[src/pkg/sos_cfg.svh]
// constants of the status output selector: codes, levels, scales and timing
`ifndef SOS_CFG_SVH
`define SOS_CFG_SVH

// control clock rate and derived time bases
`define SOS_CLK_HZ          10000000
`define SOS_TICK_MS         1
`define SOS_RETRY_HOLD_MS   100
`define SOS_HALF_THRESH     30'h1dcd6500

// digital output function codes
`define SOS_FC_PULSE        5'h0e
`define SOS_FC_UNDERVOLT    5'h0f
`define SOS_FC_OVERHEAT     5'h10
`define SOS_FC_MOTOR_OL     5'h11
`define SOS_FC_DRIVE_OL     5'h12
`define SOS_FC_RETRY        5'h13
`define SOS_FC_TIMER        5'h15
`define SOS_FC_COMM         5'h16
`define SOS_FC_EXCESS_NC    5'h17
`define SOS_FC_LAST         5'h1c

// input terminal code that marks a timer input
`define SOS_IN_TIMER        5'h13

// dc bus undervoltage alarm levels and monitor full scale, volts
`define SOS_UV_230          10'h0f0
`define SOS_UV_460          10'h1cc
`define SOS_DCFS_230        10'h190
`define SOS_DCFS_460        10'h320

// pulse multipliers per gain setting 0..4
`define SOS_MULT_0          6'h01
`define SOS_MULT_1          6'h06
`define SOS_MULT_2          6'h0a
`define SOS_MULT_3          6'h0c
`define SOS_MULT_4          6'h24
`define SOS_GAIN_SEL_LAST   3'h4

// valid output frequency window per gain setting, 0.01 Hz units
`define SOS_LO_0            16'h017f
`define SOS_HI_0            16'h9c40
`define SOS_LO_1            16'h0100
`define SOS_HI_1            16'h8ca0
`define SOS_LO_2            16'h009a
`define SOS_HI_2            16'h5208
`define SOS_LO_3            16'h0080
`define SOS_HI_3            16'h4650
`define SOS_LO_4            16'h0032
`define SOS_HI_4            16'h1770

// analog monitor codes and converter scale
`define SOS_MON_DCV         4'h4
`define SOS_MON_COMM        4'hb
`define SOS_MON_LAST        4'he
`define SOS_DAC_MAX         12'hfff
`define SOS_GAIN_UNITY      20'h00064

`endif

[src/pkg/sos_pkg.sv]
// types shared by the status output selector modules
package sos_pkg;
  typedef logic [4:0]  sos_func_code_t;
  typedef logic [3:0]  sos_mon_code_t;
  typedef logic [11:0] sos_dac_t;
  typedef logic [7:0]  sos_gain_t;
  typedef logic [15:0] sos_freq_t;
  typedef enum logic [1:0] {
    SOS_T_LOW,
    SOS_T_RISE_WAIT,
    SOS_T_HIGH,
    SOS_T_FALL_WAIT
  } sos_timer_state_t;
endpackage

[src/pkg/sos_pulse_if.sv]
// signals between the selector core and the pulse train generator
`timescale 1ns/100ps
interface sos_pulse_if;
  import sos_pkg::*;
  logic      enable;
  logic [2:0] gain_sel;
  sos_freq_t freq;
  logic      pulse;
  logic      range_err;
  modport gen (input enable, input gain_sel, input freq, output pulse, output range_err);
  modport ctl (output enable, output gain_sel, output freq, input pulse, input range_err);
endinterface

[src/design/sos_pulse_gen.sv]
// pulse train generator: output frequency times a selectable multiplier, half duty
`timescale 1ns/100ps
`include "sos_cfg.svh"
module sos_pulse_gen (
  input  wire logic clock,
  input  wire logic rst,
  sos_pulse_if.gen  pif
);
  import sos_pkg::*;

  logic [29:0] acc_r;
  logic [29:0] acc_nxt;
  logic        pulse_r;
  logic        pulse_nxt;
  logic        err_r;
  logic        err_nxt;
  logic [5:0]  mult;
  sos_freq_t   lo;
  sos_freq_t   hi;
  logic [29:0] step;
  logic [29:0] sum;

  // multiplier and valid window for the chosen gain setting
  always_comb begin
    case (pif.gain_sel)
      3'h0: begin mult = `SOS_MULT_0; lo = `SOS_LO_0; hi = `SOS_HI_0; end
      3'h1: begin mult = `SOS_MULT_1; lo = `SOS_LO_1; hi = `SOS_HI_1; end
      3'h2: begin mult = `SOS_MULT_2; lo = `SOS_LO_2; hi = `SOS_HI_2; end
      3'h3: begin mult = `SOS_MULT_3; lo = `SOS_LO_3; hi = `SOS_HI_3; end
      3'h4: begin mult = `SOS_MULT_4; lo = `SOS_LO_4; hi = `SOS_HI_4; end
      default: begin mult = 6'h00; lo = 16'hffff; hi = 16'h0000; end
    endcase
  end

  // phase accumulator toggles each half period, so high and low last equally long
  always_comb begin
    step      = 30'(pif.freq * mult);
    sum       = acc_r + step;
    err_nxt   = pif.enable && ((pif.freq < lo) || (pif.freq > hi));
    acc_nxt   = acc_r;
    pulse_nxt = pulse_r;
    if (!pif.enable || err_nxt) begin
      acc_nxt   = 30'h0;
      pulse_nxt = 1'b0; // out of window: held low rather than a wrong rate
    end else if (sum >= `SOS_HALF_THRESH) begin
      acc_nxt   = sum - `SOS_HALF_THRESH; // remainder kept, no drift
      pulse_nxt = ~pulse_r;
    end else begin
      acc_nxt   = sum;
    end
  end

  // generator state
  always_ff @(posedge clock) begin
    if (rst) begin
      acc_r   <= 30'h0;
      pulse_r <= 1'b0;
      err_r   <= 1'b0;
    end else begin
      acc_r   <= acc_nxt;
      pulse_r <= pulse_nxt;
      err_r   <= err_nxt;
    end
  end

  assign pif.pulse     = pulse_r;
  assign pif.range_err = err_r;
endmodule

[src/design/sos_on_off_delay.sv]
// timer output: follows its input with separate rise and fall delays in ms
`timescale 1ns/100ps
`include "sos_cfg.svh"
module sos_on_off_delay (
  input  wire logic        clock,
  input  wire logic        rst,
  input  wire logic        tick_ms,
  input  wire logic        din,
  input  wire logic [15:0] on_delay_ms,
  input  wire logic [15:0] off_delay_ms,
  output logic             dout
);
  import sos_pkg::*;

  sos_timer_state_t st_r;
  sos_timer_state_t st_nxt;
  logic [15:0]      cnt_r;
  logic [15:0]      cnt_nxt;

  // a change of input during a wait cancels the wait, so short glitches never pass
  always_comb begin
    st_nxt  = st_r;
    cnt_nxt = cnt_r;
    case (st_r)
      SOS_T_LOW: begin
        cnt_nxt = 16'h0;
        if (din) st_nxt = SOS_T_RISE_WAIT;
      end
      SOS_T_RISE_WAIT: begin
        if (!din) begin
          st_nxt = SOS_T_LOW;
        end else if (cnt_r >= on_delay_ms) begin
          st_nxt  = SOS_T_HIGH;
          cnt_nxt = 16'h0;
        end else if (tick_ms) begin
          cnt_nxt = cnt_r + 16'h1;
        end
      end
      SOS_T_HIGH: begin
        cnt_nxt = 16'h0;
        if (!din) st_nxt = SOS_T_FALL_WAIT;
      end
      SOS_T_FALL_WAIT: begin
        if (din) begin
          st_nxt = SOS_T_HIGH;
        end else if (cnt_r >= off_delay_ms) begin
          st_nxt  = SOS_T_LOW;
          cnt_nxt = 16'h0;
        end else if (tick_ms) begin
          cnt_nxt = cnt_r + 16'h1;
        end
      end
      default: begin
        st_nxt  = SOS_T_LOW;
        cnt_nxt = 16'h0;
      end
    endcase
  end

  // timer state
  always_ff @(posedge clock) begin
    if (rst) begin
      st_r  <= SOS_T_LOW;
      cnt_r <= 16'h0;
    end else begin
      st_r  <= st_nxt;
      cnt_r <= cnt_nxt;
    end
  end

  assign dout = (st_r == SOS_T_HIGH) || (st_r == SOS_T_FALL_WAIT);
endmodule

[src/design/sos_top.sv]
// status output selector: digital output terminals, pulse train and analog monitors
`timescale 1ns/100ps
`include "sos_cfg.svh"
module sos_top
  import sos_pkg::*;
#(
  parameter int RETRY_HOLD_CYC = `SOS_RETRY_HOLD_MS * (`SOS_CLK_HZ / 1000),
  parameter int TICK_CYC       = `SOS_TICK_MS * (`SOS_CLK_HZ / 1000)
) (
  input  wire logic                    clock,
  input  wire logic                    rst,
  input  wire sos_pkg::sos_func_code_t output_selector_a,
  input  wire sos_pkg::sos_func_code_t output_selector_b,
  input  wire sos_pkg::sos_func_code_t output_selector_c,
  input  wire logic [2:0]              pulse_gain_setting,
  input  wire sos_pkg::sos_freq_t      output_freq_centi_hz,
  input  wire logic [9:0]              dc_bus_volts,
  input  wire logic                    volt_class_460,
  input  wire logic                    heatsink_overheat,
  input  wire logic                    motor_overload,
  input  wire logic                    drive_overload,
  input  wire logic                    fault_restart_pulse,
  input  wire logic [2:0]              comm_output_cmd,
  input  wire logic [31:0]             status_flags,
  input  wire sos_pkg::sos_func_code_t input_function_selector [4],
  input  wire logic [3:0]              input_terminal,
  input  wire logic [15:0]             timer_on_delay_ms,
  input  wire logic [15:0]             timer_off_delay_ms,
  input  wire sos_pkg::sos_mon_code_t  analog_monitor_select_one,
  input  wire sos_pkg::sos_mon_code_t  analog_monitor_select_two,
  input  wire sos_pkg::sos_gain_t      monitor_gain_one,
  input  wire sos_pkg::sos_gain_t      monitor_gain_two,
  input  wire sos_pkg::sos_dac_t       monitor_quantity [15],
  input  wire sos_pkg::sos_dac_t       comm_monitor_one,
  input  wire sos_pkg::sos_dac_t       comm_monitor_two,
  output logic                         terminal_out_a,
  output logic                         photocoupler_output,
  output logic                         terminal_out_c,
  output logic                         pulse_range_error,
  output sos_pkg::sos_dac_t            analog_monitor_out_one,
  output sos_pkg::sos_dac_t            analog_monitor_out_two
);
  import sos_pkg::*;

  // ---------------------------------------------------------------- pin sync
  // only stage two reads stage one
  logic [3:0] term_meta_r;
  logic [3:0] term_sync_r;

  // terminals are outside the clock domain; nothing but stage two reads the first stage
  always_ff @(posedge clock) begin
    if (rst) begin
      term_meta_r <= 4'h0;
      term_sync_r <= 4'h0;
    end else begin
      term_meta_r <= input_terminal;
      term_sync_r <= term_meta_r;
    end
  end

  // ------------------------------------------------------------- millisecond tick
  // wide enough for slow clocks
  logic [31:0] tick_cnt_r;
  logic [31:0] tick_cnt_nxt;
  logic        tick_ms_r;
  logic        tick_ms_nxt;

  // free running divider gives a one-cycle enable each millisecond
  always_comb begin
    tick_ms_nxt  = 1'b0;
    tick_cnt_nxt = tick_cnt_r + 32'h1;
    if (tick_cnt_r >= 32'(TICK_CYC - 1)) begin
      tick_cnt_nxt = 32'h0;
      tick_ms_nxt  = 1'b1;
    end
  end

  // divider state, reset restarts it
  always_ff @(posedge clock) begin
    if (rst) begin
      tick_cnt_r <= 32'h0;
      tick_ms_r  <= 1'b0;
    end else begin
      tick_cnt_r <= tick_cnt_nxt;
      tick_ms_r  <= tick_ms_nxt;
    end
  end

  // ------------------------------------------------------------- timer input
  logic timer_in;
  logic timer_out;

  // the lowest numbered terminal coded as timer input feeds the delay
  always_comb begin
    timer_in = 1'b0;
    for (int i = 3; i >= 0; i--) begin
      if (input_function_selector[i] == `SOS_IN_TIMER) timer_in = term_sync_r[i];
    end
  end

  // on and off delay of timer input
  sos_on_off_delay u_timer (
    .clock        (clock),
    .rst          (rst),
    .tick_ms      (tick_ms_r),
    .din          (timer_in),
    .on_delay_ms  (timer_on_delay_ms),
    .off_delay_ms (timer_off_delay_ms),
    .dout         (timer_out)
  );

  // ------------------------------------------------------------- fault retry hold
  // retry stretch left, in cycles
  logic [31:0] retry_cnt_r;
  logic [31:0] retry_cnt_nxt;

  // a restart is a single pulse; stretch it so a relay load can see it
  always_comb begin
    retry_cnt_nxt = retry_cnt_r;
    if (fault_restart_pulse) begin
      retry_cnt_nxt = 32'(RETRY_HOLD_CYC);
    end else if (retry_cnt_r != 32'h0) begin
      retry_cnt_nxt = retry_cnt_r - 32'h1;
    end
  end

  // hold counter state
  always_ff @(posedge clock) begin
    if (rst) begin
      retry_cnt_r <= 32'h0;
    end else begin
      retry_cnt_r <= retry_cnt_nxt;
    end
  end

  // ------------------------------------------------------------- pulse train
  // pulse train carrier
  sos_pulse_if pif ();

  // enabled only by terminal b
  assign pif.enable   = (output_selector_b == `SOS_FC_PULSE);
  assign pif.gain_sel = pulse_gain_setting;
  assign pif.freq     = output_freq_centi_hz;

  // idles low when not enabled
  sos_pulse_gen u_pulse (
    .clock (clock),
    .rst   (rst),
    .pif   (pif)
  );

  // window error brought out
  assign pulse_range_error = pif.range_err;

  // ------------------------------------------------------------- conditions
  logic [31:0] cond;
  logic        undervolt;

  // undervoltage level depends on the voltage class strap
  assign undervolt = volt_class_460 ? (dc_bus_volts < `SOS_UV_460)
                                    : (dc_bus_volts < `SOS_UV_230);

  // one condition per function code; codes not derived here come from the drive
  always_comb begin
    cond                    = status_flags;
    cond[`SOS_FC_PULSE]     = 1'b0;
    cond[`SOS_FC_UNDERVOLT] = undervolt;
    cond[`SOS_FC_OVERHEAT]  = heatsink_overheat;
    cond[`SOS_FC_MOTOR_OL]  = motor_overload;
    cond[`SOS_FC_DRIVE_OL]  = drive_overload;
    cond[`SOS_FC_RETRY]     = (retry_cnt_r != 32'h0);
    cond[`SOS_FC_TIMER]     = timer_out;
    cond[31:29]             = 3'h0;
  end

  // ------------------------------------------------------------- digital outputs
  // per terminal code and level
  sos_func_code_t sel [3];
  logic [2:0]     dout_r;
  logic [2:0]     dout_nxt;

  // selectors gathered for one loop
  assign sel[0] = output_selector_a;
  assign sel[1] = output_selector_b;
  assign sel[2] = output_selector_c;

  // each terminal picks its condition; only terminal b may carry the pulse train
  for (genvar t = 0; t < 3; t++) begin : g_dout
    always_comb begin
      if (sel[t] == `SOS_FC_COMM) begin
        dout_nxt[t] = comm_output_cmd[t];
      end else if (sel[t] == `SOS_FC_EXCESS_NC) begin
        dout_nxt[t] = ~status_flags[`SOS_FC_EXCESS_NC];
      end else if (sel[t] == `SOS_FC_PULSE) begin
        dout_nxt[t] = (t == 1) ? pif.pulse : 1'b0;
      end else if (sel[t] > `SOS_FC_LAST) begin
        dout_nxt[t] = 1'b0;
      end else begin
        dout_nxt[t] = cond[sel[t]];
      end
    end
  end

  // terminals change only on an edge
  always_ff @(posedge clock) begin
    if (rst) begin
      dout_r <= 3'h0;
    end else begin
      dout_r <= dout_nxt;
    end
  end

  // registered terminal levels
  assign terminal_out_a      = dout_r[0];
  assign photocoupler_output = dout_r[1];
  assign terminal_out_c      = dout_r[2];

  // ------------------------------------------------------------- dc voltage scale
  // divide is combinational, a cycle to settle
  logic [9:0]  dc_fs;
  logic [21:0] dc_prod;
  logic [21:0] dc_ratio;
  sos_dac_t    dcv_code;

  // full scale follows the class; above full scale the code saturates
  always_comb begin
    dc_fs    = volt_class_460 ? `SOS_DCFS_460 : `SOS_DCFS_230;
    dc_prod  = 22'(dc_bus_volts * `SOS_DAC_MAX);
    dc_ratio = dc_prod / 22'(dc_fs);
    dcv_code = (dc_ratio > 22'(`SOS_DAC_MAX)) ? `SOS_DAC_MAX : dc_ratio[11:0];
  end

  // ------------------------------------------------------------- analog monitors
  // monitor working values
  sos_mon_code_t msel  [2];
  sos_gain_t     mgain [2];
  sos_dac_t      mcomm [2];
  sos_dac_t      mval  [2];
  logic [19:0]   mprod [2];
  logic [19:0]   mscl  [2];
  sos_dac_t      aout_r   [2];
  sos_dac_t      aout_nxt [2];

  // per monitor copies for the loop
  assign msel[0]  = analog_monitor_select_one;
  assign msel[1]  = analog_monitor_select_two;
  assign mgain[0] = monitor_gain_one;
  assign mgain[1] = monitor_gain_two;
  assign mcomm[0] = comm_monitor_one;
  assign mcomm[1] = comm_monitor_two;

  // select a quantity, apply gain in hundredths, saturate at converter maximum
  for (genvar m = 0; m < 2; m++) begin : g_mon
    always_comb begin
      if (msel[m] == `SOS_MON_DCV) begin
        mval[m] = dcv_code;
      end else if (msel[m] == `SOS_MON_COMM) begin
        mval[m] = mcomm[m];
      end else if (msel[m] <= `SOS_MON_LAST) begin
        mval[m] = monitor_quantity[msel[m]];
      end else begin
        mval[m] = 12'h000;
      end
      mprod[m] = 20'(mval[m] * mgain[m]);
      mscl[m]  = mprod[m] / `SOS_GAIN_UNITY;
      aout_nxt[m] = (mscl[m] > 20'(`SOS_DAC_MAX)) ? `SOS_DAC_MAX : mscl[m][11:0];
    end

    // registered, so the converter sees no glitch
    always_ff @(posedge clock) begin
      if (rst) begin
        aout_r[m] <= 12'h000;
      end else begin
        aout_r[m] <= aout_nxt[m];
      end
    end
  end

  // registered converter codes
  assign analog_monitor_out_one = aout_r[0];
  assign analog_monitor_out_two = aout_r[1];
endmodule

[config.mk]
export PLATFORM = sky130hd
export DESIGN_NAME = sos_top
export DESIGN_NICKNAME = d
export VERILOG_FILES = /design/src/pkg/sos_pkg.sv /design/src/pkg/sos_pulse_if.sv /design/src/design/sos_pulse_gen.sv /design/src/design/sos_on_off_delay.sv /design/src/design/sos_top.sv
export VERILOG_INCLUDE_DIRS = /design/src /design/src/pkg
export SDC_FILE = /design/constraint.sdc
export NUM_CORES = 2
export LEC_CHECK = 0
export ABC_CLOCK_PERIOD_IN_PS = 106600
export BUFFER_PORTS_ARGS = -buffer_cell sky130_fd_sc_hd__buf_2
export CORE_MARGIN = 8
export CORE_UTILIZATION = 67
export CTS_CLUSTER_DIAMETER = 150
export DETAILED_ROUTE_END_ITERATION = 8
export HOLD_SLACK_MARGIN = 0.1
export PLACE_DENSITY = 0.92
export SETUP_SLACK_MARGIN = 0.05
export SYNTH_ARGS = -nofsm -noshare
export SYNTH_HDL_FRONTEND = slang
export SYNTH_SLANG_ARGS = --single-unit
[constraint.sdc]
create_clock -name clock -period 106.6 [get_ports clock]
set_input_delay 15.99 -clock clock [delete_from_list [all_inputs] [get_ports clock]]
set_output_delay 15.99 -clock clock [all_outputs]
set_load 0.03 [all_outputs]
==> results by group <==
Critical path
  • Critical Path Fanout Max: 17
  • CP Class: input port to register
  • Crit path DAT: roughly 70 ns
  • Startpoint types: input port
  • WP data required: around 110 ns
  • Worst path most repeated cell: ha_1
  • CP endpoint kind: register
  • CP peak stage delay: 1.05 ns
  • Slowest CP cell: a311oi_1

Final layout
  • Layout cells sized above 1: between 15 and 20%
  • Layout area overhead: 8.58%
  • NumNets Final: 5,486
  • Util after Layout: between 70% and 80%
  • Final Cell Area: around 0.037 mm2
  • # fillers: around 4,000

Floorplanning
  • Core Region: between 0.05 and 0.06 mm2
  • Die Y: between 200 and 250 um
  • Cell Rows: 83
  • Die Area: between 0.05 and 0.06 mm2
  • Die width: roughly 240 um
  • Initial Util: roughly 67%
  • I/O Pins: 398

Synth
  • Synth Flop Type: dfxtp_1
  • Sequential cell area fraction in the yosys report: between 8 and 9%
  • Avg Inst Size Synth: 8.02 um2
  • Cells after synthesis: 4,299
  • FF+latch count, synth: 150
  • Cell Area, Synth: about 0.034 mm2
  • Post-synthesis cell type count: 139
  • Warnings, synthesis: 0
  • Post-synth EDFFs: 0
  • Ys async rst share: 0%

STA
  • Final hold violation count: 0
  • Minimum clock period after layout: around 70 ns
  • Worst slew pin tran: around 1.2 ns
  • Max-slew violation count: 0
  • Setup TNS: 0 ns
  • Max_slew headroom: 17.3%
  • Final period utilization: approximately two thirds
  • Final Setup Violations: 0
  • Final clock skew: about 0.018 ns
  • RSZ-0062 raised after global routing: false
  • Peak Freq: 14.3 MHz

Detailed routing
  • DRC viols: 0
  • Remaining antenna violation count after routing: 0
  • Post-Route WL: 102,000 um
  • TritonRoute pass-1 iters: 6
  • Starting DRT DRC Count: between 2,000 and 3,000
  • Via/cell ratio: approximately 6.5
  • Routed len/inst: about 19 um
  • Vias post-DR: between 30,000 and 40,000

Placement
  • Dpl hpwl: ~83,000 um
  • PortBufs: between 300 and 400
  • RePlAce Congestion: roughly 1.1
  • Post-DP Area: around 0.037 mm2

Clocking
  • TritonCTS Buffers: 17
  • Post-CTS Resized: 0
  • CTS Sinks: 150
  • Setup Fix Bufs, Post-CTS: 0
  • Hold_buf cts: 0
  • CTS H-tree depth: 4
  • Root Driver: clkbuf_16
  • Clock Latency Late Sink: around 0.45 ns
  • CTS tree: done
  • CTS clock-pin slew for the worst setup and hold paths: 0.08 ns
  • Clock Path Buffers: 2

Global route
  • GR Util All Layers: 33.6%
  • Total gr overflow: 0
  • First-pass GRT wire length: about 170,000 um
  • Vias in the first global route: 34,200
  • Largest net degree at the start of global routing: 56
  • Initial antenna violation count: 20

Outcome
  • Status: finished, final reports clean

Job
  • # Max-Cap Violations: 0

Worst hold path
  • Hold Crit Class: register to register
==> layout make-up <==
class	instances	area (um2)	area share [%]
sequential	150	3000	8.02
antenna	21	52.6	0.140
inverter	401	1520	4.06
clock buffer	17	425	1.14
timing repair buffer	402	2060	5.51
clock inverter	15	201	0.538
multi-input combinational	3608	29300	78.3
tap	680	851	2.27
==> placed cells by master, fill, tap and decap left out, drive strengths merged, types with 52 or more instances in the layout <==
cell    netlist  routed
nand2       308     308
nor3        110     110
nand2b       64      64
and2        186     186
xnor2       160     160
inv         399     406
a21o         52      52
xor2         89      89
fa          217     217
mux4         91      91
nor2        364     364
nor2b        64      64
o21ai       182     182
dfxtp       150     150
nand3        82      82
buf          49     402
a21oi       312     312
and3         68      68
mux2i        75      75
ha          319     319
==> path summary, 6_finish.rpt <==
| path | from | to | slack, ns | cells after the start |
|---|---|---|---|---|
| setup / recovery | dc_bus_volts[1] | aout_r[0][0] | 36.79 | 185 |
| hold / removal | term_meta_r[1] | term_sync_r[1] | 0.44 | 1 |
| setup reg to reg | u_pulse.acc_r[3] | u_pulse.acc_r[24] | 99.78 | 32 |
| hold reg to reg | term_meta_r[1] | term_sync_r[1] | 0.44 | 1 |
==> metrics by stage <==
| stage | worst slack [ns] | instances | hold WS [ns] |
|---|---|---|---|
| floorplan | 45.85 | 4316 | 0.414 |
| global placement | 38.40 | 5241 | 0.416 |
| detailed placement | 37.70 | 5241 | 0.427 |
| CTS | 37.96 | 5273 | 0.441 |
| global route | 33.85 | 5286 | 0.463 |
| finish | 36.79 | 5294 | 0.440 |
==> sequential cells by signal, summed over array words and instances, names as in the netlist, named ones only <==
signal,flops
u_pulse.acc_r,30
term_meta_r,4
term_sync_r,4
u_timer.cnt_r,16
u_timer.st_r,1
retry_cnt_r,32
tick_cnt_r,32
u_pulse.pif.pulse,1
dout_r,3
u_pulse.pif.range_err,1
aout_r,24
tick_ms_r,1
==> logic make-up (layout without fill, tap and decap cells) <==
family / count (synthesis) / in the layout / share of synthesized area [%]
compound gates: 1106 / 1106 / 22.6
mux: 182 / 182 / 8.73
flops: 150 / 150 / 8.71
other cells: 1 / 39 / 0.0109
simple gates: 1504 / 1504 / 22.7
xor+xnor: 249 / 249 / 6.33
fa+ha+maj: 549 / 549 / 24.6
buf+inv: 558 / 835 / 6.43
==> metal layers <==
layer | vias to the layer above | GRT usage, % | part of all wire [%] | wire length, um
met5 | - | 0 | 0.030 | 31
met4 | 4 | 20.2 | 6.2 | 6380
met3 | 314 | 5.82 | 7.2 | 7370
met2 | 1508 | 57.6 | 48 | 49200
met1 | 16300 | 39.1 | 38 | 39300
li1 | 16100 | - | - | -
==> critical path: cells and delay by family <==
| family | cells | cell delay, ns |
|---|---|---|
| muxes | 5 | 1.50 |
| and+or+nand+nor | 60 | 17.28 |
| xor gates and xnor gates | 3 | 0.61 |
| buffers and inverters | 10 | 0.78 |
| adders and majority gates | 26 | 9.88 |
| AOI/OAI and AO/OA | 81 | 24.08 |
==> cells in the mapped netlist, types with 66 or more instances <==
cell type  instances  share of area (%)
mux4_2            91                5.9
clkbuf_1         106                1.2
fa_1             217                 13
a21oi_1          303                4.4
xor2_1            89                2.3
nand3_1           81                1.2
nand2_1          305                3.3
and3_1            66                1.2
and2_1           185                3.4
nor2_1           362                3.9
xnor2_1          160                4.1
o21ai_0          158                2.3
nor3_1           106                1.5
ha_1             319                 12
mux2i_1           71                2.1
dfxtp_1          150                8.7
inv_1            399                4.3
Power is not shown: default switching activity piles up to over one toggle a cycle in this logic, so the estimate is an artifact.
